## config.mk

```make
export PLATFORM = sky130hd
export DESIGN_NAME = shs_homing
export DESIGN_NICKNAME = d
export VERILOG_FILES = /design/src/rtl/shs_pkg.sv /design/src/rtl/shs_homing.sv
export VERILOG_INCLUDE_DIRS = /design/src /design/src/rtl
export SDC_FILE = /design/constraint.sdc
export NUM_CORES = 1
export LEC_CHECK = 0
export ABC_CLOCK_PERIOD_IN_PS = 25000
export BUFFER_PORTS_ARGS = -buffer_cell sky130_fd_sc_hd__buf_2
export CAP_MARGIN = 20
export CORE_ASPECT_RATIO = 1.5
export CORE_MARGIN = 8
export CORE_UTILIZATION = 55
export CTS_CLUSTER_SIZE = 30
export DETAILED_ROUTE_END_ITERATION = 10
export PLACE_DENSITY = 0.79
export REMOVE_ABC_BUFFERS = 1
export SYNTH_ARGS = -nofsm -noshare
export SYNTH_HDL_FRONTEND = slang
export SYNTH_SLANG_ARGS = --single-unit
export TNS_END_PERCENT = 5
```

## constraint.sdc

```tcl
create_clock -name aclk -period 25 [get_ports aclk]
set_input_delay 1.25 -clock aclk [delete_from_list [all_inputs] [get_ports aclk]]
set_output_delay 1.25 -clock aclk [all_outputs]
set_load 0.01 [all_outputs]
```

## src/rtl/shs_cfg.svh

```systemverilog
// homing sequencer register map, option bit positions, reset values and timing
// How it works
// codes -18/-17 drive positive/negative into the stop and home at the stop
// stop means i2t rose 50 percent, or torque reached threshold in torque mode
// codes -1/-2 find the stop, then home on next index positive/negative
// codes 18/17 search positive/negative to the limit, then crawl back
// limit homing without index homes at the limit switch falling edge
// codes 1/2 find the limit, then home on next index negative/positive
// codes 23/27 search positive/negative for reference, crawl back, home on fall
// hitting the limit before the reference switch reverses the search
// codes 7/11 find reference as 23/27, then home on index negative/positive
// codes -23/-27 first run to travel end positive/negative, then seek reference
// several switches on reference input: last one in search direction wins
// codes 32/33 search negative/positive and home on first index pulse
// code 34 makes no move and sets present position to zero; with return option set it still enters ST_RETURN and moves to zero
// homing-on-enable starts only on the first enable after power-up
// return option moves to home at running speed after reference found
// auxiliary option takes the index from the secondary encoder connector
// timeout supervision checks elapsed time every 10 ms, errors when exceeded
// without commutation signals, auto start after commutation found unless suppressed
// reference switch read as normally closed or normally open by option
// search distance limit raises error when nothing found within it
// start-position offset shifts actual position; move only with return option
// master-axis synchronisation suppressed during homing when option set
// successful homing sets a done status bit, also driven to a pin
// homing started over fieldbus makes no follow-up move to home
// timeout or distance error stops motion, done stays clear, error held
`ifndef SHS_CFG_SVH
`define SHS_CFG_SVH
`define SHS_A_CTRL 8'h00
`define SHS_A_CFG 8'h04
`define SHS_A_TOUT 8'h08
`define SHS_A_DIST 8'h0C
`define SHS_A_OFS 8'h10
`define SHS_A_TORQ 8'h14
`define SHS_A_STAT 8'h18
`define SHS_A_POS 8'h1C
`define SHS_B_START 0
`define SHS_B_FBUS 1
`define SHS_B_ONEN 8
`define SHS_B_RET 9
`define SHS_B_AUX 10
`define SHS_B_TOEN 11
`define SHS_B_NOCOMM 12
`define SHS_B_NC 13
`define SHS_B_DISTEN 14
`define SHS_B_NOSYNC 15
`define SHS_B_TQMODE 16
`define SHS_B_NOCSIG 17
`define SHS_CFG_RST 32'h0000_0022
`define SHS_TOUT_RST 32'h0000_1770
`define SHS_DIST_RST 32'hFFFF_FFFF
`define SHS_TICK_MS 10
`define SHS_CLK_KHZ 125000
`define SHS_TICK_CYC (`SHS_TICK_MS * `SHS_CLK_KHZ)
`define SHS_STOP_RISE_PCT 50
`endif

```

## src/rtl/shs_pkg.sv

```systemverilog
// homing sequencer types
package shs_pkg;
  typedef enum logic [7:0] {
    M_N18 = 8'hEE, M_N17 = 8'hEF, M_N1 = 8'hFF, M_N2 = 8'hFE,
    M_P18 = 8'h12, M_P17 = 8'h11, M_P1 = 8'h01, M_P2 = 8'h02,
    M_P23 = 8'h17, M_P27 = 8'h1B, M_P7 = 8'h07, M_P11 = 8'h0B,
    M_N23 = 8'hE9, M_N27 = 8'hE5, M_P32 = 8'h20, M_P33 = 8'h21, M_P34 = 8'h22
  } shs_code_t;
  typedef enum logic [2:0] {TGT_NONE, TGT_STOP, TGT_LIM, TGT_REF, TGT_END, TGT_IDX} shs_tgt_t;
  typedef struct packed {
    shs_tgt_t tgt;
    logic dir;
    logic use_idx;
    logic idx_dir;
    logic ok;
  } shs_meth_t;
  typedef enum logic [2:0] {ST_IDLE, ST_PRE, ST_SEARCH, ST_CRAWL, ST_INDEX, ST_RETURN} shs_st_t;
  typedef enum logic [1:0] {SPD_SEARCH, SPD_CRAWL, SPD_RUN} shs_spd_t;
  typedef struct packed {
    logic run;
    logic dir_pos;
    shs_spd_t spd;
    logic goto_zero;
  } shs_mv_t;
endpackage

```

## src/rtl/shs_homing.sv

```systemverilog
// homing sequencer: method decode, search/crawl/index sequencing, AXI4-Lite registers
`timescale 1ns/1ps
`include "shs_cfg.svh"
module shs_homing #(
  parameter int unsigned TICK_CYC = `SHS_TICK_CYC
) (
  input logic aclk,
  input logic aresetn,
  input logic [7:0] awaddr,
  input logic awvalid,
  output logic awready,
  input logic [31:0] wdata,
  input logic [3:0] wstrb,
  input logic wvalid,
  output logic wready,
  output logic [1:0] bresp,
  output logic bvalid,
  input logic bready,
  input logic [7:0] araddr,
  input logic arvalid,
  output logic arready,
  output logic [31:0] rdata,
  output logic [1:0] rresp,
  output logic rvalid,
  input logic rready,
  input logic [31:0] pos_act,
  input logic [15:0] i2t_lvl,
  input logic [15:0] torque_act,
  input logic drive_en,
  input logic comm_found,
  input logic move_done,
  input logic lim_pos_pin,
  input logic lim_neg_pin,
  input logic ref_sw_pin,
  input logic index_pin,
  input logic sec_index_pin,
  output shs_pkg::shs_mv_t mv,
  output logic pos_set,
  output logic [31:0] pos_set_val,
  output logic homing_done,
  output logic sync_inhibit
);
  import shs_pkg::*;

  if (TICK_CYC < 2) begin : g_chk
    $error("TICK_CYC must be at least 2");
  end

  function automatic shs_meth_t decode(input logic [7:0] c);
    shs_meth_t r;
    r = '{TGT_NONE, 1'b0, 1'b0, 1'b0, 1'b1};
    unique case (c)
      M_N18: r = '{TGT_STOP, 1'b1, 1'b0, 1'b0, 1'b1};
      M_N17: r = '{TGT_STOP, 1'b0, 1'b0, 1'b0, 1'b1};
      M_N1: r = '{TGT_STOP, 1'b0, 1'b1, 1'b1, 1'b1};
      M_N2: r = '{TGT_STOP, 1'b1, 1'b1, 1'b0, 1'b1};
      M_P18: r = '{TGT_LIM, 1'b1, 1'b0, 1'b0, 1'b1};
      M_P17: r = '{TGT_LIM, 1'b0, 1'b0, 1'b0, 1'b1};
      M_P1: r = '{TGT_LIM, 1'b1, 1'b1, 1'b0, 1'b1};
      M_P2: r = '{TGT_LIM, 1'b0, 1'b1, 1'b1, 1'b1};
      M_P23: r = '{TGT_REF, 1'b1, 1'b0, 1'b0, 1'b1};
      M_P27: r = '{TGT_REF, 1'b0, 1'b0, 1'b0, 1'b1};
      M_P7: r = '{TGT_REF, 1'b1, 1'b1, 1'b0, 1'b1};
      M_P11: r = '{TGT_REF, 1'b0, 1'b1, 1'b1, 1'b1};
      M_N23: r = '{TGT_END, 1'b1, 1'b0, 1'b0, 1'b1};
      M_N27: r = '{TGT_END, 1'b0, 1'b0, 1'b0, 1'b1};
      M_P32: r = '{TGT_IDX, 1'b0, 1'b0, 1'b0, 1'b1};
      M_P33: r = '{TGT_IDX, 1'b1, 1'b0, 1'b0, 1'b1};
      M_P34: r = '{TGT_NONE, 1'b0, 1'b0, 1'b0, 1'b1};
      default: r.ok = 1'b0;
    endcase
    return r;
  endfunction

  function automatic logic [31:0] merge(input logic [31:0] o, input logic [31:0] n,
                                        input logic [3:0] s);
    logic [31:0] r;
    r = o;
    for (int i = 0; i < 4; i++) begin
      if (s[i]) r[i*8 +: 8] = n[i*8 +: 8];
    end
    return r;
  endfunction

  function automatic logic [31:0] absdiff(input logic [31:0] a, input logic [31:0] b);
    logic [31:0] d;
    d = a - b;
    return d[31] ? 32'h0 - d : d;
  endfunction

  // bus side registers
  logic aw_rdy_q, bvalid_q, ar_rdy_q, rvalid_q;
  logic [1:0] bresp_q, rresp_q;
  logic [31:0] rdata_q;
  logic [31:0] cfg_q, tout_q, dist_q, ofs_q, torq_q;

  // sequencer registers
  shs_st_t st_q, st_d;
  shs_meth_t m_q;
  logic dir_q, dir_d;
  logic fb_q, done_q, done_d, err_to_q, err_dist_q;
  logic en_prev_q, en_seen_q, comm_prev_q;
  logic [16:0] thr_q;
  logic [31:0] start_pos_q, tick_q, el_q;
  shs_mv_t mv_q;
  logic pos_set_q, sync_q;
  logic [31:0] pos_val_q;
  logic [4:0] pin_s1_q, pin_s2_q, pin_p_q;
  logic home_now;

  // pins are asynchronous to aclk; edges are taken only between stage two and its copy
  always_ff @(posedge aclk) begin
    if (!aresetn) begin
      pin_s1_q <= 5'h00;
      pin_s2_q <= 5'h00;
      pin_p_q <= 5'h00;
    end else begin
      pin_s1_q <= {sec_index_pin, index_pin, ref_sw_pin, lim_neg_pin, lim_pos_pin};
      pin_s2_q <= pin_s1_q;
      pin_p_q <= pin_s2_q;
    end
  end

  wire lim_p = pin_s2_q[0];
  wire lim_n = pin_s2_q[1];
  wire nc = cfg_q[`SHS_B_NC];
  wire ref_act = pin_s2_q[2] ^ nc;
  wire ref_was = pin_p_q[2] ^ nc;
  wire ref_fall = ref_was & ~ref_act;
  wire aux = cfg_q[`SHS_B_AUX];
  wire idx_ev = aux ? (pin_s2_q[4] & ~pin_p_q[4]) : (pin_s2_q[3] & ~pin_p_q[3]);
  wire lim_ahead = dir_q ? lim_p : lim_n;
  // while crawling the direction is already reversed, so the hit switch lies behind
  wire lim_back_fall = dir_q ? (pin_p_q[1] & ~lim_n) : (pin_p_q[0] & ~lim_p);

  // stop detection
  wire tq_mode = cfg_q[`SHS_B_TQMODE];
  wire [16:0] rise = 17'((32'(i2t_lvl) * `SHS_STOP_RISE_PCT) / 100);
  wire stop_ev = tq_mode ? (torque_act >= torq_q[15:0]) : ({1'b0, i2t_lvl} >= thr_q);

  // bus decode
  wire wr_go = awvalid & wvalid & ~aw_rdy_q & ~bvalid_q;
  wire rd_go = arvalid & ~ar_rdy_q & ~rvalid_q;
  wire wr_map = (awaddr[7:5] == 3'h0);
  wire rd_map = (araddr[7:5] == 3'h0);
  wire [7:0] wa = {awaddr[7:2], 2'b00};
  wire [7:0] ra = {araddr[7:2], 2'b00};
  wire wr_ctrl = wr_go & (wa == `SHS_A_CTRL) & wstrb[0];
  wire [31:0] stat = {28'h0, err_dist_q, err_to_q, (st_q != ST_IDLE), done_q};
  wire [31:0] rd_val = (ra == `SHS_A_CFG) ? cfg_q :
                       (ra == `SHS_A_TOUT) ? tout_q :
                       (ra == `SHS_A_DIST) ? dist_q :
                       (ra == `SHS_A_OFS) ? ofs_q :
                       (ra == `SHS_A_TORQ) ? torq_q :
                       (ra == `SHS_A_STAT) ? stat :
                       (ra == `SHS_A_POS) ? pos_act : 32'h0;

  // start sources
  wire idle = (st_q == ST_IDLE);
  wire sw_start = wr_ctrl & wdata[`SHS_B_START];
  wire sw_fb = wdata[`SHS_B_FBUS];
  wire en_rise = drive_en & ~en_prev_q;
  wire auto_en = en_rise & ~en_seen_q & cfg_q[`SHS_B_ONEN];
  wire comm_rise = comm_found & ~comm_prev_q;

  wire auto_comm = comm_rise & cfg_q[`SHS_B_NOCSIG] & ~cfg_q[`SHS_B_NOCOMM];
  shs_meth_t meth;
  assign meth = decode(cfg_q[7:0]);
  wire start_go = idle & (sw_start | auto_en | auto_comm) & meth.ok;
  wire fb_now = start_go ? (sw_start & sw_fb) : fb_q;
  wire ret_go = cfg_q[`SHS_B_RET] & ~fb_now;

  // supervision
  wire tick = (tick_q == 32'(TICK_CYC - 1));
  wire to_ev = ~idle & tick & cfg_q[`SHS_B_TOEN] & (el_q >= tout_q);
  wire seeking = ~idle & (st_q != ST_RETURN);

  wire dist_ev = seeking & cfg_q[`SHS_B_DISTEN] & (absdiff(pos_act, start_pos_q) > dist_q);
  wire err_ev = to_ev | dist_ev;
  wire crawl_fall = (m_q.tgt == TGT_LIM) ? lim_back_fall : ref_fall;

  always_comb begin
    st_d = st_q;
    dir_d = dir_q;
    home_now = 1'b0;
    unique case (st_q)
      ST_IDLE: begin
        if (start_go) begin
          dir_d = meth.dir;
          if (meth.tgt == TGT_NONE) home_now = 1'b1;
          else if (meth.tgt == TGT_END) st_d = ST_PRE;
          else st_d = ST_SEARCH;
        end
      end
      ST_PRE: begin
        // end of travel is a limit or a stop; the reference seen first on the way
        // back is the last one in the original direction
        if (lim_ahead || stop_ev) begin
          st_d = ST_SEARCH;
          dir_d = ~dir_q;
        end
      end
      ST_SEARCH: begin
        if (m_q.tgt == TGT_STOP) begin
          if (stop_ev && m_q.use_idx) begin
            st_d = ST_INDEX;
            dir_d = m_q.idx_dir;
          end else if (stop_ev) begin
            home_now = 1'b1;
          end
        end else if (m_q.tgt == TGT_LIM) begin
          if (lim_ahead) begin
            st_d = ST_CRAWL;
            dir_d = ~dir_q;
          end
        end else if (m_q.tgt == TGT_IDX) begin
          if (idx_ev) home_now = 1'b1;
        end else if (ref_act) begin
          st_d = ST_CRAWL;
          dir_d = ~dir_q;
        end else if (lim_ahead && m_q.tgt == TGT_REF) begin
          dir_d = ~dir_q;
        end
      end
      ST_CRAWL: begin
        if (crawl_fall && m_q.use_idx) begin
          st_d = ST_INDEX;
          dir_d = m_q.idx_dir;
        end else if (crawl_fall) begin
          home_now = 1'b1;
        end
      end
      ST_INDEX: begin
        if (idx_ev) home_now = 1'b1;
      end
      ST_RETURN: begin
        if (move_done) st_d = ST_IDLE;
      end
    endcase
    if (home_now) st_d = ret_go ? ST_RETURN : ST_IDLE;
    if (err_ev) st_d = ST_IDLE;
  end

  // done is set on the finishing step; a start in the same cycle loses to it
  always_comb begin
    done_d = done_q;
    if (start_go) done_d = 1'b0;
    if (!err_ev && ((home_now && !ret_go) || (st_q == ST_RETURN && move_done))) begin
      done_d = 1'b1;
    end
  end

  shs_mv_t mv_d;
  always_comb begin
    mv_d.run = (st_d != ST_IDLE);
    mv_d.dir_pos = dir_d;
    mv_d.spd = (st_d == ST_RETURN) ? SPD_RUN :
               ((st_d == ST_CRAWL) || (st_d == ST_INDEX)) ? SPD_CRAWL : SPD_SEARCH;
    mv_d.goto_zero = (st_d == ST_RETURN);
  end

  // motion output only reaches home physically via return; offset only shifts position
  wire [31:0] home_val = (idle ? (meth.tgt == TGT_NONE) : 1'b0) ? 32'h0 : 32'h0 - ofs_q;

  always_ff @(posedge aclk) begin
    if (!aresetn) begin
      st_q <= ST_IDLE;
      m_q <= '{TGT_NONE, 1'b0, 1'b0, 1'b0, 1'b0};
      dir_q <= 1'b0;
      fb_q <= 1'b0;
      done_q <= 1'b0;
      mv_q <= '{1'b0, 1'b0, SPD_SEARCH, 1'b0};
      pos_set_q <= 1'b0;
      pos_val_q <= 32'h0;
      sync_q <= 1'b0;
    end else begin
      st_q <= st_d;
      dir_q <= dir_d;
      fb_q <= fb_now;
      done_q <= done_d;
      mv_q <= mv_d;
      pos_set_q <= home_now & ~err_ev;
      if (home_now) pos_val_q <= home_val;
      if (start_go) m_q <= meth;
      sync_q <= (st_d != ST_IDLE) & cfg_q[`SHS_B_NOSYNC];
    end
  end

  always_ff @(posedge aclk) begin
    if (!aresetn) begin
      err_to_q <= 1'b0;
      err_dist_q <= 1'b0;
      en_prev_q <= 1'b0;
      en_seen_q <= 1'b0;
      comm_prev_q <= 1'b0;
      thr_q <= 17'h1FFFF;
      start_pos_q <= 32'h0;
      tick_q <= 32'h0;
      el_q <= 32'h0;
    end else begin
      en_prev_q <= drive_en;
      comm_prev_q <= comm_found;
      if (en_rise) en_seen_q <= 1'b1;
      // errors are held until the next start; a new error in that cycle still wins
      if (to_ev) err_to_q <= 1'b1;
      else if (start_go) err_to_q <= 1'b0;
      if (dist_ev) err_dist_q <= 1'b1;
      else if (start_go) err_dist_q <= 1'b0;
      if (start_go) begin
        thr_q <= {1'b0, i2t_lvl} + rise;
        start_pos_q <= pos_act;
        tick_q <= 32'h0;
        el_q <= 32'h0;
      end else if (!idle) begin
        tick_q <= tick ? 32'h0 : tick_q + 32'h1;
        if (tick) el_q <= el_q + 32'h1;
      end
    end
  end

  // AXI4-Lite slave: address and data are taken together, one access of each kind
  always_ff @(posedge aclk) begin
    if (!aresetn) begin
      aw_rdy_q <= 1'b0;
      bvalid_q <= 1'b0;
      bresp_q <= 2'b00;
      ar_rdy_q <= 1'b0;
      rvalid_q <= 1'b0;
      rresp_q <= 2'b00;
      rdata_q <= 32'h0;
      cfg_q <= `SHS_CFG_RST;
      tout_q <= `SHS_TOUT_RST;
      dist_q <= `SHS_DIST_RST;
      ofs_q <= 32'h0;
      torq_q <= 32'h0;
    end else begin
      aw_rdy_q <= wr_go;
      if (wr_go) bresp_q <= wr_map ? 2'b00 : 2'b10;
      // a response may only follow the handshake edge, so valid waits for it
      if (aw_rdy_q) bvalid_q <= 1'b1;
      else if (bready) bvalid_q <= 1'b0;
      ar_rdy_q <= rd_go;
      if (rd_go) begin
        rresp_q <= rd_map ? 2'b00 : 2'b10;
        rdata_q <= rd_map ? rd_val : 32'h0;
      end
      if (ar_rdy_q) rvalid_q <= 1'b1;
      else if (rready) rvalid_q <= 1'b0;
      if (wr_go && wa == `SHS_A_CFG) cfg_q <= merge(cfg_q, wdata, wstrb);
      if (wr_go && wa == `SHS_A_TOUT) tout_q <= merge(tout_q, wdata, wstrb);
      if (wr_go && wa == `SHS_A_DIST) dist_q <= merge(dist_q, wdata, wstrb);
      if (wr_go && wa == `SHS_A_OFS) ofs_q <= merge(ofs_q, wdata, wstrb);
      if (wr_go && wa == `SHS_A_TORQ) torq_q <= merge(torq_q, wdata, wstrb);
    end
  end

  assign awready = aw_rdy_q;
  assign wready = aw_rdy_q;
  assign bvalid = bvalid_q;
  assign bresp = bresp_q;
  assign arready = ar_rdy_q;
  assign rvalid = rvalid_q;
  assign rresp = rresp_q;
  assign rdata = rdata_q;
  assign mv = mv_q;
  assign pos_set = pos_set_q;
  assign pos_set_val = pos_val_q;
  assign homing_done = done_q;
  assign sync_inhibit = sync_q;
endmodule

```

# ---- Word level (Yosys, flattened, before mapping)
# Index checks and enable logic that the tools add are counted.
dict set report totals {
  reg_bits 382
  latch_bits 0
  mem_bits_rw 0
  romBits 0
  input_bits 131
  out_inout_bits 81
  elab_cells 294
  n_memories 0
}
dict set report classes {
  addsub 6
  n_mul 1
  div 1
  magnitude_cmp 4
  eq_ne 51
  shifts 0
  muxes 70
  bitwise_logic 54
  reduce_logical 54
}
# operator n
set op_table {}
lappend op_table {{$mux 32} 11}
lappend op_table {{$pmux 6 s16} 1}
lappend op_table {{$add 32x1->32 const B} 2}
lappend op_table {{$sub 1x32->32 const A} 2}
lappend op_table {{$eq 8x8->1 const B} 6}
lappend op_table {{$mux 3} 14}
lappend op_table {{$reduce_and 2->1} 21}
lappend op_table {{$mux 1} 37}
lappend op_table {{$eq 6x3->1 const B} 6}
lappend op_table {{$div 22x7->32 const B} 1}
lappend op_table {{$eq 32x21->1 const B} 1}
lappend op_table {{$eq 8x5->1 const B} 4}
lappend op_table {{$ge 32x32->1} 1}
lappend op_table {{$gt 32x32->1} 1}
lappend op_table {{$sub 32x32->32} 1}
lappend op_table {{$and 1x1->1} 31}
lappend op_table {{$eq 6x2->1 const B} 4}
lappend op_table {{$eq 8x6->1 const B} 3}
lappend op_table {{$mul 16x5->21 const B} 1}
lappend op_table {{$eq 3x3->1 const B} 6}
lappend op_table {{$not 1->1} 18}
lappend op_table {{$add 16x17->17} 1}
lappend op_table {{$ge 16x17->1} 1}
lappend op_table {{$reduce_or 17->1} 1}
lappend op_table {{28 further kinds} 66}

# ---- Longest topological paths before layout
dict set report depth {
  ltp_word 20
  depth_mapped 73
  ltp_nobuf 66
}

# ---- Worst setup path before layout
# OpenSTA, ideal clock, no wires.
dict set report synth_timing {
  kind {input to register}
  start {input i2t_lvl[10]}
  end {register thr_q[16]}
  setup_ps 132
  arrival_time_ps 14736
  required_time_ps 24868
  setup_slack_ps 10132
  stages 69
  path_buffers 3
  path_cell_list {ha_1 -> ha_1 -> inv_1 -> fa_1 -> inv_1 -> ha_1 -> buf_2 -> a21oi_2 -> nand2_1 -> a32o_1 -> or4_1 -> buf_2 -> nor3_1 -> a32oi_1 -> nand3_2 -> nand4_1 -> xnor2_2 -> a21o_1 -> [... 33 more ...] -> and2_1 -> o21ai_0 -> nand2_1 -> and2_1 -> o21ai_0 -> nand2_1 -> and2_1 -> o21ai_0 -> nand2_1 -> and2_1 -> o21ai_0 -> nand2_1 -> and2_1 -> o21ai_0 -> nand2b_1 -> a21o_1 -> a211oi_1 -> o21ai_0}
}
dict set report synth_between {
  elab_chain_len 3
}
# item line_no
set synth_rtl {}
lappend synth_rtl {{from (decl)} shs_homing.sv:27} ;# input logic [15:0] i2t_lvl,
lappend synth_rtl {{$mul 16x5->21 (no source line)} -}
lappend synth_rtl {{$div 22x7->32} shs_homing.sv:138} ;# wire [16:0] rise = 17'((32'(i2t_lvl) * `SHS_STOP_RISE_PCT) / 100);
lappend synth_rtl {{$add 16x17->17 (*)} shs_homing.sv:310} ;# thr_q <= {1'b0, i2t_lvl} + rise;
lappend synth_rtl {{to (signal assigned)} shs_homing.sv:310}
lappend synth_rtl {{to (decl)} shs_homing.sv:103} ;# logic [16:0] thr_q;
# Mark *: on every way between the ends. The rest lies on a longest branch, timed or not.
# A chain may end at the register's enable or synchronous reset.

# ---- Final worst setup path
dict set report layout_timing {
  start {input i2t_lvl[5]}
  end {register thr_q[16]}
}
# Same word-level chain as after synthesis.

==> metrics.txt <==
status finished, final reports clean; die area between 50000 and 60000 um2; TNS Setup 0 ps; gp weighted congestion between 0.9 and 1; hold depth 1; post-synthesis async set-or-reset flop share 0%; CTS tree yes; via count 25200; slew at the pin closest to its max-slew limit 1220 ps; violation count after the first detailed-route iteration approximately 1700; Port Buffers 205; post-route insts no fill just over 4000; Crit path top cell by count o21ai_0; io pins roughly 210; # resized after CTS 0; Synth warnings 0; Layout Skew approximately 26 ps; fraction of layout instances using a drive strength above 1 a little over a tenth; area delta synth->final 10.4%; unrepaired setup endpoints after global routing no; Worst setup EP type register; clk root buf clkbuf_16; first-pass GRT wire length roughly 130 mm; Reg clk slew, reported paths 70 ps; sequential element share of the synthesized area 29.4%; worst-path fanout max 16; post-synth cell types 112; Total GRT Usage between 20% and 30%; Rel. slew slack between 10% and 20%; Placement Setup Slack about 7400 ps; DP Cell Count ~4000; max-slew violation count 0; clock net sink count 379; post-CTS setup buffer count 0; # hold bufs at CTS 0; Yosys reg bits around 380; mapped cell area roughly 26000 um2; Mean Syn Cell Area a little under 8 um2; fin util between 60% and 70%; drt first pass iters 5; wire length per cell about 20 um; Die W around 190 um; Max-Cap Viols 0; Post-DP HPWL a little under 60 mm; minimum clock period about 17000 ps; final worst slack between 7000 and 8000 ps; Cell Rows 97; Post-synth EDFFs 0; DRC violations left 0; Initial Util 55.5%; R2R cell count 57; H-tree depth 2; Max stage delay cell, worst path nor2_1; required time of the critical path about 25000 ps; worst skew pair latency roughly 560 ps; Syn Inst Count ~3400; largest net degree at the start of global routing 85; Layout Nets approximately 3800; vias in the first global route 24300; Worst setup SP type input pin; Hold Vio Cnt, Final 0; die height around 280 um; Core Footprint 46500 um2; clk buf depth 3; DR vias/cell slightly above 6; Antenna Nets Post-Route 0; total routed wirelength 80.8 mm; Most used DFF post-synth dfxtp_1; slowest stage delay, CP 800 ps; kind of critical path input pin to register; max frequency 0.0575 GHz; Final period util 69.6%; initial antenna violation count 12; hold crit path type register to register; total CTS buffers 39; grt total ovfl 0; Worst EP arrival between 15000 and 20000 ps; Final Setup Violations 0
==> metrics by stage <==
stage	instance area, um2	hold slack [ps]
floorplan	25100	412
global placement	27100	415
detailed placement	27200	424
CTS	28400	440
global route	28500	443
finish	28500	433
==> state kept, by name, indices dropped and copies added, names as in the netlist, 17 cells and up <==
signal and cells:
tick_q 32, pos_set_val 32, thr_q 17, start_pos_q 32
cfg_q 32, dist_q 32, ofs_q 32, el_q 32
torq_q 32, rdata 32, tout_q 32
==> synthesized netlist by cell type (22+ instances only) <==
cell type	n	area share (%)
nand2_1	403	5.9
xor2_1	84	2.9
a21o_1	32	0.93
nor2b_1	35	0.85
nand3_1	149	2.9
a22o_1	33	1.1
nand4_1	36	0.87
or3_1	39	0.95
o211ai_1	57	1.7
a221oi_1	62	2.1
dfxtp_1	379	29
o21ai_0	146	2.8
nand2b_1	46	1.1
clkbuf_1	141	2.1
a31oi_1	22	0.53
xnor2_1	100	3.4
a21oi_1	310	6.0
nor3_1	92	1.8
nor2_1	287	4.2
ha_1	202	9.8
inv_1	243	3.5
mux2i_1	49	1.9
and2_1	50	1.2
==> path summary, 6_finish.rpt <==
path	start	end	slack (ps)
max	i2t_lvl[5]	thr_q[16]$_SDFFE_PN1P_	7600
min	pin_s1_q[4]$_SDFF_PN0_	pin_s2_q[4]$_SDFF_PN0_	430
max reg2reg	start_pos_q[1]$_SDFFE_PN0P_	mv[1]$_SDFF_PP0_	13320
min reg2reg	pin_s1_q[4]$_SDFF_PN0_	pin_s2_q[4]$_SDFF_PN0_	430
==> worst max-delay path: cells and delay by family <==
family | cells | cell delay, ps
and+or+nand+nor | 18 | 3850
buffers and inverters | 4 | 320
adders and majority gates | 6 | 1890
xor gates and xnor gates | 2 | 500
muxes | 5 | 1580
AOI/OAI and AO/OA | 32 | 8380
==> placed cells by master (no fill, tap or decap), drive strengths merged, types with 9 or more instances in the layout <==
| master | netlist | layout |
|---|---|---|
| nand2 | 403 | 403 |
| dfxtp | 379 | 379 |
| a21oi | 313 | 313 |
| nor2 | 288 | 288 |
| inv | 244 | 246 |
| buf | 28 | 228 |
| ha | 202 | 202 |
| o21ai | 170 | 170 |
| nand3 | 150 | 150 |
| xnor2 | 101 | 101 |
| nor3 | 93 | 93 |
| xor2 | 86 | 86 |
| a221oi | 63 | 63 |
| o211ai | 59 | 59 |
| clkbuf | 141 | 54 |
| mux2i | 51 | 51 |
| and2 | 50 | 50 |
| nand2b | 46 | 46 |
| or3 | 39 | 39 |
| nand4 | 36 | 36 |
| nor2b | 35 | 35 |
| a22o | 33 | 33 |
| a21o | 32 | 32 |
| a31oi | 24 | 24 |
| a211oi | 24 | 24 |
| and3 | 22 | 22 |
| nor4 | 22 | 22 |
| a21boi | 15 | 15 |
| or2 | 14 | 14 |
| fa | 13 | 13 |
| o31ai | 12 | 12 |
| diode | 0 | 11 |
| o21a | 11 | 11 |
| o22ai | 10 | 10 |
| a32oi | 10 | 10 |
| o311ai | 10 | 10 |
| o221ai | 9 | 9 |
| a22oi | 9 | 9 |
| nor4b | 9 | 9 |
| clkinv | 0 | 9 |
==> metal layers <==
layer | wire, um | track usage (%)
met4 | 6490 | 21.8
met2 | 38800 | 49.7
met1 | 28800 | 30.3
met5 | 79 | 0
met3 | 6660 | 5.26
==> kinds of logic after synthesis <==
| family | synth area share [%] |
|---|---|
| compound gates | 22.1 |
| xor+xnor | 6.43 |
| fa+ha+maj | 10.8 |
| buf+inv | 6.19 |
| flops | 29.4 |
| mux | 2.43 |
| other cells | 0.0145 |
| simple gates | 22.6 |
==> layout make-up <==
cell class	count	area [um2]
clock inverters	14	134
well taps	594	743
clock buffers	54	1140
repair buffers	228	1220
multi-input cells	2564	16700
fillers	4170	18000
inverters	244	921
diodes	11	27.5
flip-flops and latches	379	7590
Power is not shown: default switching activity piles up to over one toggle a cycle in this logic, so the estimate is an artifact.
